### config.mk
export PLATFORM = sky130hd
export DESIGN_NAME = ctm_counter_timer_control
export DESIGN_NICKNAME = d
export VERILOG_FILES = /design/src/hw/ctm_pkg.sv /design/src/hw/ctm_in_filter.sv /design/src/hw/ctm_counter_timer_control.sv
export VERILOG_INCLUDE_DIRS = /design/src /design/src/hw
export SDC_FILE = /design/constraint.sdc
export NUM_CORES = 1
export LEC_CHECK = 0
export BUFFER_PORTS_ARGS = -buffer_cell sky130_fd_sc_hd__buf_4
export CAP_MARGIN = 40
export CELL_PAD_IN_SITES_DETAIL_PLACEMENT = 0
export CELL_PAD_IN_SITES_GLOBAL_PLACEMENT = 1
export CORE_MARGIN = 10
export CORE_UTILIZATION = 28
export CTS_CLUSTER_SIZE = 30
export DETAILED_ROUTE_END_ITERATION = 12
export HOLD_SLACK_MARGIN = 0.15
export PLACE_DENSITY = 0.55
export REMOVE_ABC_BUFFERS = 1
export SLEW_MARGIN = 25
export SYNTH_ARGS = -nofsm -noshare
export SYNTH_HDL_FRONTEND = slang
export SYNTH_HIERARCHICAL = 1
export SYNTH_SLANG_ARGS = --single-unit
### constraint.sdc
create_clock -name clk_i -period 6.89 [get_ports clk_i]
set_clock_uncertainty 0.15 [all_clocks]
set_input_delay 0.3445 -clock clk_i [delete_from_list [all_inputs] [get_ports clk_i]]
set_output_delay 0.3445 -clock clk_i [all_outputs]
set_load 0.05 [all_outputs]
### src/hw/ctm_defs.svh
/*
  Register offsets, field positions, reset values and bus codes of the
  counter-timer control block.
  Assumes byte addresses on a 32-bit AXI4-Lite register bus.
*/
`ifndef CTM_DEFS_SVH
`define CTM_DEFS_SVH
`define CTM_OFS_CTRL    8'h00
`define CTM_OFS_CLKSEL  8'h04
`define CTM_OFS_RELOAD  8'h08
`define CTM_OFS_COUNT   8'h0C
`define CTM_OFS_STAT    8'h10
`define CTM_OFS_MASK    8'h14
`define CTM_B_CLKREQ    12
`define CTM_B_SLEEP     11
`define CTM_B_OPOL      10
`define CTM_B_PD        9
`define CTM_B_BYP       8
`define CTM_B_RLD       7
`define CTM_B_OEN       6
`define CTM_B_DIR       5
`define CTM_B_IPOL      4
`define CTM_B_MODE_HI   3
`define CTM_B_MODE_LO   2
`define CTM_B_RST       1
`define CTM_B_EN        0
`define CTM_PD_RST      1'b1
`define CTM_RELOAD_RST  16'hFFFF
`define CTM_CNT_MAX     16'hFFFF
`define CTM_CNT_ZERO    16'h0000
`define CTM_TIMER_CLOCK_SELECT_RST    4'h0
`define CTM_RESP_OKAY   2'h0
`define CTM_RESP_SLVERR 2'h2
`define CTM_FILT_LEN    4
`endif

### src/hw/ctm_pkg.sv
/*
  Types and the byte-merge helper of the counter-timer control block.
  Assumes a 32-bit register bus with four byte strobes.
*/
package ctm_pkg;
  typedef enum logic [1:0] {CTM_TIMER, CTM_EVENT, CTM_ONESHOT,
                            CTM_MEASURE} ctm_mode_e;
  typedef logic [1:0]  ctm_resp_t;
  typedef logic [31:0] ctm_word_t;

  function automatic ctm_word_t ctm_merge(input ctm_word_t old_v,
                                          input ctm_word_t new_v,
                                          input logic [3:0] strb);
    ctm_word_t r;
    r = old_v;
    for (int i = 0; i < 4; i++)
    begin
      if (strb[i])
      begin
        r[i*8 +: 8] = new_v[i*8 +: 8];
      end
    end
    return r;
  endfunction
endpackage

### src/hw/ctm_in_filter.sv
/*
  Input pin synchroniser and noise filter with bypass.
  Assumes the pin is asynchronous to clk_i; the filtered level must stay
  stable for FILT_LEN cycles before it is passed on.
*/
`timescale 1ns/10ps
`include "ctm_defs.svh"
module ctm_in_filter #(
  parameter int unsigned FILT_LEN = `CTM_FILT_LEN
) (
  // Clock and reset
  input  wire logic clk_i,
  input  wire logic rst_i,
  // Pin and control
  input  wire logic pin_i,
  input  wire logic bypass_i,
  // Result
  output logic      level_o
);
  logic       s1_q;
  logic       s2_q;
  logic       stable_q;
  logic       level_q;
  logic [3:0] cnt_q;
  wire        differs = s2_q != stable_q;
  wire        settled = cnt_q == 4'(FILT_LEN - 1);

  always_ff @(posedge clk_i)
  begin
    s1_q <= pin_i;
    s2_q <= s1_q;
  end

  always_ff @(posedge clk_i)
  begin
    if (rst_i)
    begin
      cnt_q    <= '0;
      stable_q <= 1'b0;
      level_q  <= 1'b0;
    end
    else
    begin
      cnt_q    <= (differs && !settled) ? cnt_q + 4'h1 : '0;
      stable_q <= (differs && settled) ? s2_q : stable_q;
      level_q  <= bypass_i ? s2_q : stable_q;
    end
  end

  assign level_o = level_q;
endmodule // ctm_in_filter

### src/hw/ctm_counter_timer_control.sv
/*
  Control register and control behaviour of a 16-bit counter-timer,
  reached over AXI4-Lite, with input filter, output pin and interrupt.
  Assumes one AXI4-Lite master with at most one write and one read
  under way; the input pin is asynchronous.
// Contract
// - Control bit 12 reads back the main clock need output.
// - Control bit 11 reads the synchronised sleep permit input.
// - Control bit 10 sets output pin polarity, 1 active low.
// - Control bit 9 powers the timer down and resets to 1.
// - Control bit 8 bypasses the input noise filter.
// - Bit 7 picks reload or wrap on overflow in timer and event mode.
// - Control bit 6 enables the output pin, else it stays inactive.
// - In event mode the direction bit picks up or down counting.
// - In timer mode the direction bit lets an idle input pause counts.
// - The input polarity bit makes the input active low when 1.
// - The two-bit mode field selects timer, event, one-shot, measure.
// - Writing the reset bit stops, loads reload and clears enable.
// - Reset completes within two to the clock select plus one ticks.
// - Interrupt events are held off while reset or disabled.
// - Enable starts and stops counting and idles the pulse output.
// - Enable clears itself at one-shot end and at reset completion.
*/
// Decided for this implementation: register access over AXI4-Lite.
`timescale 1ns/10ps
`include "ctm_defs.svh"
module ctm_counter_timer_control #(
  parameter int unsigned ADDR_W   = 8,
  parameter int unsigned FILT_LEN = `CTM_FILT_LEN
) (
  // Clock and reset
  input  wire logic              clk_i,
  input  wire logic              rst_i,
  // AXI4-Lite write
  input  wire logic [ADDR_W-1:0] awaddr_i,
  input  wire logic              awvalid_i,
  output logic                   awready_o,
  input  wire logic [31:0]       wdata_i,
  input  wire logic [3:0]        wstrb_i,
  input  wire logic              wvalid_i,
  output logic                   wready_o,
  output ctm_pkg::ctm_resp_t     bresp_o,
  output logic                   bvalid_o,
  input  wire logic              bready_i,
  // AXI4-Lite read
  input  wire logic [ADDR_W-1:0] araddr_i,
  input  wire logic              arvalid_i,
  output logic                   arready_o,
  output ctm_pkg::ctm_word_t     rdata_o,
  output ctm_pkg::ctm_resp_t     rresp_o,
  output logic                   rvalid_o,
  input  wire logic              rready_i,
  // Pins and system
  input  wire logic              timer_input_pin_i,
  output logic                   timer_output_pin_o,
  input  wire logic              sleep_permit_i,
  output logic                   main_clock_need_flag_o,
  output logic                   irq_o
);
  import ctm_pkg::*;

  // Bus state
  logic              aw_have_q;
  logic [7:0]        awaddr_q;
  logic              w_have_q;
  ctm_word_t         wdata_q;
  logic [3:0]        wstrb_q;
  logic              bvalid_q;
  ctm_resp_t         bresp_q;
  logic              rvalid_q;
  ctm_word_t         rdata_q;
  ctm_resp_t         rresp_q;
  logic              rd_ctrl_q;
  // Control fields
  logic              output_pin_polarity_q;
  logic              powered_off_flag_q;
  logic              filter_bypass_q;
  logic              reload_on_wrap_q;
  logic              output_pin_function_on_q;
  logic              count_direction_or_gate_q;
  logic              input_pin_polarity_q;
  ctm_mode_e         mode_q;
  logic              rst_pend_q;
  logic              en_q;
  logic              main_clock_need_flag_q;
  logic [3:0]        timer_clock_select_q;
  // Timer state
  logic [15:0]       reload_q;
  logic [15:0]       count_q;
  logic [15:0]       presc_q;
  logic              armed_q;
  logic              in_act_q;
  logic              en_prev_q;
  logic              out_act_q;
  logic              pin_q;
  logic              stat_q;
  logic              mask_q;
  logic              sl1_q;
  logic              sl2_q;
  logic              filt_lvl;
  // Next values
  logic [15:0]       cnt_d;
  logic [15:0]       rel_d;
  logic              armed_d;
  logic              ev_d;
  logic              en_clr_d;
  logic              tog_d;

  function automatic logic all_ones(input logic [15:0] v,
                                    input logic [4:0]  n);
    logic [16:0] m;
    m = (17'h0_0001 << n) - 17'h0_0001;
    return &(v | ~m[15:0]);
  endfunction

  function automatic logic [15:0] step(input logic [15:0] v,
                                       input logic        up);
    return up ? v + 16'h0001 : v - 16'h0001;
  endfunction

  function automatic logic [15:0] wrap_val(input logic        rld,
                                           input logic [15:0] rel,
                                           input logic        up);
    return rld ? rel : (up ? `CTM_CNT_ZERO : `CTM_CNT_MAX);
  endfunction

  ctm_in_filter #(
    .FILT_LEN (FILT_LEN)
  ) u_filter (
    .clk_i    (clk_i),
    .rst_i    (rst_i),
    .pin_i    (timer_input_pin_i),
    .bypass_i (filter_bypass_q),
    .level_o  (filt_lvl)
  );

  // Write decode; the write fires once address and data are both held
  wire       do_wr    = aw_have_q && w_have_q && !bvalid_q;
  wire       wr_ctrl  = do_wr && awaddr_q == `CTM_OFS_CTRL;
  wire       wr_csel  = do_wr && awaddr_q == `CTM_OFS_CLKSEL;
  wire       wr_rel   = do_wr && awaddr_q == `CTM_OFS_RELOAD;
  wire       wr_stat  = do_wr && awaddr_q == `CTM_OFS_STAT;
  wire       wr_mask  = do_wr && awaddr_q == `CTM_OFS_MASK;
  wire       wr_cnt   = do_wr && awaddr_q == `CTM_OFS_COUNT;
  wire       wr_hit   = wr_ctrl || wr_csel || wr_rel || wr_stat ||
                        wr_mask || wr_cnt;
  wire       ar_take  = arvalid_i && !rvalid_q;
  wire [7:0] ra       = 8'(araddr_i);

  wire ctm_word_t ctrl_word = {19'h0_0000, main_clock_need_flag_q,
                               sl2_q, output_pin_polarity_q,
                               powered_off_flag_q, filter_bypass_q,
                               reload_on_wrap_q, output_pin_function_on_q,
                               count_direction_or_gate_q,
                               input_pin_polarity_q, mode_q, rst_pend_q,
                               en_q};
  wire ctm_word_t nw_ctrl = ctm_merge(ctrl_word, wdata_q, wstrb_q);
  wire ctm_word_t nw_csel = ctm_merge({28'h000_0000,
                                       timer_clock_select_q},
                                      wdata_q, wstrb_q);
  wire ctm_word_t nw_rel  = ctm_merge({16'h0000, reload_q},
                                      wdata_q, wstrb_q);
  wire ctm_word_t w1c     = wdata_q & {32{wstrb_q[0]}};

  wire       rd_hit  = ra == `CTM_OFS_CTRL   || ra == `CTM_OFS_CLKSEL ||
                       ra == `CTM_OFS_RELOAD || ra == `CTM_OFS_COUNT  ||
                       ra == `CTM_OFS_STAT   || ra == `CTM_OFS_MASK;
  wire ctm_word_t rd_mux =
    (ra == `CTM_OFS_CTRL)   ? ctrl_word :
    (ra == `CTM_OFS_CLKSEL) ? {28'h000_0000, timer_clock_select_q} :
    (ra == `CTM_OFS_RELOAD) ? {16'h0000, reload_q} :
    (ra == `CTM_OFS_COUNT)  ? {16'h0000, count_q} :
    (ra == `CTM_OFS_STAT)   ? {31'h0000_0000, stat_q} :
    (ra == `CTM_OFS_MASK)   ? {31'h0000_0000, mask_q} : '0;

  // Timer decode
  wire in_act  = filt_lvl ^ input_pin_polarity_q;
  wire in_edge = in_act && !in_act_q;
  wire tick    = !powered_off_flag_q &&
                 all_ones(presc_q, {1'b0, timer_clock_select_q});
  // Completion waits until the low clock select plus one prescaler bits are all ones, hence a variable wait
  wire rst_done = rst_pend_q && !powered_off_flag_q &&
                  all_ones(presc_q, 5'(timer_clock_select_q) + 5'h01);
  wire run     = en_q && !rst_pend_q && !powered_off_flag_q;
  wire up      = count_direction_or_gate_q;
  wire gate_ok = !count_direction_or_gate_q || in_act;

  always_comb
  begin
    cnt_d    = count_q;
    rel_d    = wr_rel && mode_q != CTM_MEASURE ? nw_rel[15:0] : reload_q;
    armed_d  = armed_q && en_q;
    ev_d     = 1'b0;
    en_clr_d = 1'b0;
    tog_d    = 1'b0;
    if (rst_done)
    begin
      cnt_d    = reload_q;
      armed_d  = 1'b0;
      en_clr_d = 1'b1;
    end
    else if (run)
    begin
      unique case (mode_q)
        CTM_TIMER:
          if (tick && gate_ok)
          begin
            ev_d  = count_q == `CTM_CNT_ZERO;
            tog_d = ev_d;
            cnt_d = ev_d ? wrap_val(reload_on_wrap_q, reload_q, 1'b0)
                         : step(count_q, 1'b0);
          end
        CTM_EVENT:
          if (in_edge)
          begin
            ev_d  = count_q == (up ? `CTM_CNT_MAX : `CTM_CNT_ZERO);
            tog_d = ev_d;
            cnt_d = ev_d ? wrap_val(reload_on_wrap_q, reload_q, up)
                         : step(count_q, up);
          end
        CTM_ONESHOT:
          if (tick)
          begin
            ev_d     = count_q == `CTM_CNT_ZERO;
            en_clr_d = ev_d;
            cnt_d    = ev_d ? reload_q : step(count_q, 1'b0);
          end
        CTM_MEASURE:
          if (in_edge)
          begin
            cnt_d = `CTM_CNT_ZERO;
            armed_d = 1'b1;
            ev_d  = armed_q;
            rel_d = armed_q ? count_q : rel_d;
          end
          else if (tick)
          begin
            ev_d     = count_q == `CTM_CNT_MAX;
            en_clr_d = ev_d;
            rel_d    = ev_d ? `CTM_CNT_ZERO : rel_d;
            cnt_d    = ev_d ? count_q : step(count_q, 1'b1);
          end
      endcase
    end
  end

  // Pulse output: a change of enable always returns it to idle
  wire en_chg = en_q != en_prev_q;
  wire out_d  = en_chg ? 1'b0 :
                (mode_q == CTM_ONESHOT) ? run && !en_clr_d :
                (mode_q == CTM_MEASURE) ? 1'b0 : out_act_q ^ tog_d;
  wire pin_d  = (output_pin_function_on_q && out_act_q) ^
                output_pin_polarity_q;
  wire need_d = !powered_off_flag_q && (en_q || rst_pend_q);

  always_ff @(posedge clk_i)
  begin
    sl1_q <= sleep_permit_i;
    sl2_q <= sl1_q;
  end

  // Bus handshake
  always_ff @(posedge clk_i)
  begin
    if (rst_i)
    begin
      aw_have_q <= 1'b0;
      w_have_q  <= 1'b0;
      bvalid_q  <= 1'b0;
      rvalid_q  <= 1'b0;
    end
    else
    begin
      aw_have_q <= do_wr ? 1'b0 : aw_have_q || (awvalid_i && awready_o);
      w_have_q  <= do_wr ? 1'b0 : w_have_q || (wvalid_i && wready_o);
      bvalid_q  <= do_wr || (bvalid_q && !bready_i);
      rvalid_q  <= ar_take || (rvalid_q && !rready_i);
    end
  end

  always_ff @(posedge clk_i)
  begin
    if (rst_i)
    begin
      awaddr_q  <= '0;
      wdata_q   <= '0;
      wstrb_q   <= '0;
      bresp_q   <= `CTM_RESP_OKAY;
      rdata_q   <= '0;
      rresp_q   <= `CTM_RESP_OKAY;
      rd_ctrl_q <= 1'b0;
    end
    else
    begin
      awaddr_q  <= awvalid_i && awready_o ? 8'(awaddr_i) : awaddr_q;
      wdata_q   <= wvalid_i && wready_o ? wdata_i : wdata_q;
      wstrb_q   <= wvalid_i && wready_o ? wstrb_i : wstrb_q;
      bresp_q   <= !do_wr ? bresp_q :
                   wr_hit ? `CTM_RESP_OKAY : `CTM_RESP_SLVERR;
      rdata_q   <= ar_take ? rd_mux : rdata_q;
      rresp_q   <= !ar_take ? rresp_q :
                   rd_hit ? `CTM_RESP_OKAY : `CTM_RESP_SLVERR;
      rd_ctrl_q <= ar_take ? ra == `CTM_OFS_CTRL : rd_ctrl_q;
    end
  end

  // Control register; hardware clearing of enable wins over a write
  always_ff @(posedge clk_i)
  begin
    if (rst_i)
    begin
      output_pin_polarity_q     <= 1'b0;
      powered_off_flag_q        <= `CTM_PD_RST;
      filter_bypass_q           <= 1'b0;
      reload_on_wrap_q          <= 1'b0;
      output_pin_function_on_q  <= 1'b0;
      count_direction_or_gate_q <= 1'b0;
      input_pin_polarity_q      <= 1'b0;
      mode_q                    <= CTM_TIMER;
      timer_clock_select_q      <= `CTM_TIMER_CLOCK_SELECT_RST;
    end
    else if (wr_ctrl)
    begin
      output_pin_polarity_q     <= nw_ctrl[`CTM_B_OPOL];
      powered_off_flag_q        <= nw_ctrl[`CTM_B_PD];
      filter_bypass_q           <= nw_ctrl[`CTM_B_BYP];
      reload_on_wrap_q          <= nw_ctrl[`CTM_B_RLD];
      output_pin_function_on_q  <= nw_ctrl[`CTM_B_OEN];
      count_direction_or_gate_q <= nw_ctrl[`CTM_B_DIR];
      input_pin_polarity_q      <= nw_ctrl[`CTM_B_IPOL];
      mode_q <= ctm_mode_e'(nw_ctrl[`CTM_B_MODE_HI:`CTM_B_MODE_LO]);
    end
    else if (wr_csel)
    begin
      timer_clock_select_q <= nw_csel[3:0];
    end
  end

  always_ff @(posedge clk_i)
  begin
    if (rst_i)
    begin
      rst_pend_q <= 1'b0;
      en_q       <= 1'b0;
    end
    else
    begin
      rst_pend_q <= (wr_ctrl && nw_ctrl[`CTM_B_RST]) ||
                    (rst_pend_q && !rst_done);
      en_q       <= en_clr_d ? 1'b0 :
                    wr_ctrl ? nw_ctrl[`CTM_B_EN] : en_q;
    end
  end

  // Timer core and interrupt; a new event wins over a clear
  always_ff @(posedge clk_i)
  begin
    if (rst_i)
    begin
      reload_q  <= `CTM_RELOAD_RST;
      count_q   <= `CTM_CNT_MAX;
      presc_q   <= '0;
      armed_q   <= 1'b0;
      in_act_q  <= 1'b0;
      en_prev_q <= 1'b0;
      out_act_q <= 1'b0;
      pin_q     <= 1'b0;
      stat_q    <= 1'b0;
      mask_q    <= 1'b0;
      main_clock_need_flag_q <= 1'b0;
    end
    else
    begin
      reload_q  <= rel_d;
      count_q   <= cnt_d;
      presc_q   <= powered_off_flag_q ? presc_q : presc_q + 16'h0001;
      armed_q   <= armed_d;
      in_act_q  <= in_act;
      en_prev_q <= en_q;
      out_act_q <= out_d;
      pin_q     <= pin_d;
      stat_q    <= ev_d || (stat_q && !(wr_stat && w1c[0]));
      mask_q    <= wr_mask ? wdata_q[0] : mask_q;
      main_clock_need_flag_q <= need_d;
    end
  end

  assign awready_o              = !aw_have_q && !bvalid_q;
  assign wready_o               = !w_have_q && !bvalid_q;
  assign bvalid_o               = bvalid_q;
  assign bresp_o                = bresp_q;
  assign arready_o              = !rvalid_q;
  assign rvalid_o               = rvalid_q;
  assign rdata_o                = rdata_q;
  assign rresp_o                = rresp_q;
  assign timer_output_pin_o     = pin_q;
  assign main_clock_need_flag_o = main_clock_need_flag_q;
  assign irq_o                  = stat_q && mask_q;
endmodule // ctm_counter_timer_control

==> impl_metrics.json <==
{
  "outcome": "finished clean",
  "wl_mm": 32.77,
  "root_buffer": "clkbuf_16",
  "ir_drop_mv": 0.1606,
  "dp_cells": 1516,
  "synth_most_common_cell": "dfxtp_1",
  "drt_iter0_drc": 699,
  "crit_chain": "nand2_1 > inv_2 > ha_1 > nand2b_1 > or2_2 > ha_1 > inv_1 > o22ai_1 > a2111oi_0 > o21ai_1 > buf_4 > nor2_2 > buf_4 > a311oi_1 > a221oi_1",
  "die_x_um": 196.2,
  "yosysWarnings": 6,
  "grt.overflow.total": 0,
  "antenna_found_initial": 0,
  "drtPass1Iterations": 7,
  "via_per_inst": 5.447,
  "synth_flop_cell": "dfxtp_1",
  "hold_violations": 0,
  "fin_crit_ns": 4.755,
  "synth_top_family_by_area": "simple AND/OR/NAND/NOR gates",
  "synth-seq-cells": 129,
  "insertion_delay_ns": 0.43,
  "critPathArrivalTime_ns": 4.93,
  "drv_cap": 0,
  "clk_pin_slew_ns": 0.07,
  "crit_fanout": 22,
  "min_path_type": "flip-flop to flip-flop",
  "synth-xor-area-share": 0.05639,
  "cts_buffer_depth": 2,
  "fin_tns_setup_ns": 0,
  "grt_pass1_wl_mm": 51.12,
  "syn-instance-count": 1119,
  "finalPower_w": 0.001827,
  "nets": 1245,
  "slew_headroom": 0.4176,
  "core_um2": 30590,
  "num_antenna_cells": 0,
  "finalWorstSetupSlack_ns": 2.135,
  "whs_ns": 0.1760,
  "rows": 64,
  "synth_area_leaders": "dfxtp_1 30%, nand2_1 5.0%, nor2_1 5.0%, a21oi_1 4.8%, xnor2_1 3.7%",
  "dieHeight_um": 196.2,
  "grt_pass1_vias": 8481,
  "stdcell_count": 1582,
  "cts_setup_buffers": 0,
  "synth_area_um2": 8697,
  "synth_top_area_cell": "dfxtp_1",
  "die_area_um2": 38510,
  "period_share": 0.6902,
  "synth_top_area_share": 0.2969,
  "synth_compound_area_frac": 0.2233,
  "cts_buffers": 17,
  "start_kind": "flip-flop",
  "avgSynthCellArea_um2": 7.772,
  "drive_gt1_frac": 0.1543,
  "yosys.area_share.simple": 0.2556,
  "max_freq_mhz": 210.3,
  "ctsResizeCount": 0,
  "required_ns": 7.07,
  "critPathMaxStageDelay_ns": 0.74,
  "yosysSeqAreaShare": 0.2969,
  "synth_top_cells_by_count": "129 x dfxtp_1, 115 x nand2_1, 115 x nor2_1, 83 x a21oi_1, 58 x clkbuf_1",
  "htree_levels": 4,
  "syn_to_final_growth_pct": 19.02,
  "crit_slowest_cell": "ha_1",
  "p_leak_nw": 3.891,
  "place_ws_ns": 2.181,
  "grtUsageTotal": 0.1661,
  "place_congestion": 0.8810,
  "dpl.hpwl_mm": 22.66,
  "worstSetupPathType": "flip-flop to flip-flop",
  "synth_edf_count": 0,
  "ant_nets": 0,
  "ctsHoldBuffers": 34,
  "worstSetupEndpointType": "flip-flop",
  "grt_max_degree": 53,
  "num_io_pins": 105,
  "vias": 8617,
  "synth_cell_types": 84,
  "synth_fa_ha_area_frac": 0.01583,
  "tritoncts": "built",
  "rsz0062_at_grt": "false",
  "final-setup-viol-count": 0,
  "cts_sinks": 129,
  "drc_errors": 0,
  "portBuffers": 68,
  "worst_pin_slew_ns": 0.8715,
  "start_util": 0.2843,
  "wl_per_cell_um": 20.71,
  "synth_mux_area_frac": 0.07351,
  "power_density_nw_per_um2": 176.5,
  "final-max-slew-violation-count": 0,
  "ys_async_sr_fraction": 0
}
## stage by stage
stage,instance area (um^2),utilization
4_1_cts,10350,0.3384
3_5_place_dp,9449,0.3089
2_1_floorplan,8214,-
6_report,10350,0.3384
3_3_place_gp,9397,0.3072
5_1_grt,10350,0.3384
## metal layers
layer	up-vias	part of all wire	wire, um	track usage
met5	-	0	0	0
met4	0	0.021	703	0.05260
met3	42	0.042	1383	0.02353
met2	216	0.45	14810	0.2595
met1	4188	0.48	15870	0.2296
li1	4171	-	-	-
## power by group
part	total [W]	switching, W	internal, W
registers	0.000776	0.0000148	0.000762
logic	0.000153	0.0000972	0.0000554
clock network	0.000898	0.000416	0.000482
total	0.00183	0.000528	0.00130
## cells by family after synthesis
kind of cell,after synthesis
flip-flops,129
other,1
multiplexers,57
AO/OA/AOI/OAI,280
AND/OR/NAND/NOR,441
buffers and inverters,144
XOR/XNOR,56
adder cells (fa/ha/maj),11
## flip-flops by register name, summed over array words and instances (netlist names), 2 cells and up
register,flops
wdata_q,16
reload_q,16
count_q,16
wstrb_q,2
presc_q,16
mode_q,2
rdata_o,16
awaddr_q,8
u_filter/cnt_q,4
timer_clock_select_q,4
## layout make-up
class                   instances  area [um^2]
repair buffers                127         1054
clock inverters                14        122.6
multi-input cells             863         5527
clock buffers                  18        439.2
flip-flops and latches        129         2582
well taps                     396        495.5
fillers                      3350        20240
inverters                      35        131.4
## final timing paths
kind	cells past startpoint	slack, ns	end	startpoint
worst max-delay path	15	2.13	count_q[8]$_SDFFE_PP1P_	timer_clock_select_q[1]$_SDFFE_PP0P_
worst max register to register	15	2.13	count_q[8]$_SDFFE_PP1P_	timer_clock_select_q[1]$_SDFFE_PP0P_
worst min-delay path	0	0.18	u_filter/s2_q$_DFF_P_	u_filter/s1_q$_DFF_P_
worst min register to register	0	0.18	u_filter/s2_q$_DFF_P_	u_filter/s1_q$_DFF_P_
## worst max-delay path, delay by kind of cell (launching register included)
family	cells	cell delay [ns]
flip-flops	1	0.31
AND/OR/NAND/NOR	4	0.87
AO/OA/AOI/OAI	5	1.33
buffers and inverters	4	0.86
adder cells (fa/ha/maj)	2	1.11
## cells in the final DEF (no fill, tap or decap), types with 7 or more instances in the layout
master           n
a211oi_1        12
a21oi_1         83
a221o_1         16
a221oi_1         7
a222oi_1         9
a22oi_1          7
a311oi_1        11
a31oi_1          8
a32oi_1          7
and2_1           9
and3_1          16
buf_4           89
clkbuf_16       17
conb_1          18
dfxtp_1        129
dlygate4sd3_1   34
ha_1            11
inv_1           32
inv_6            7
mux2_2          25
mux2i_1         29
nand2_1        115
nand2b_1        11
nand3_1         29
nand4_1         18
nor2_1         115
nor2b_1         16
nor3_1          24
nor4_1          28
o211ai_1        11
o21ai_0         43
o31ai_1          9
or2_2            8
or3_1           13
xnor2_1         37
xor2_1          19
(Power assumes the default switching activity.)
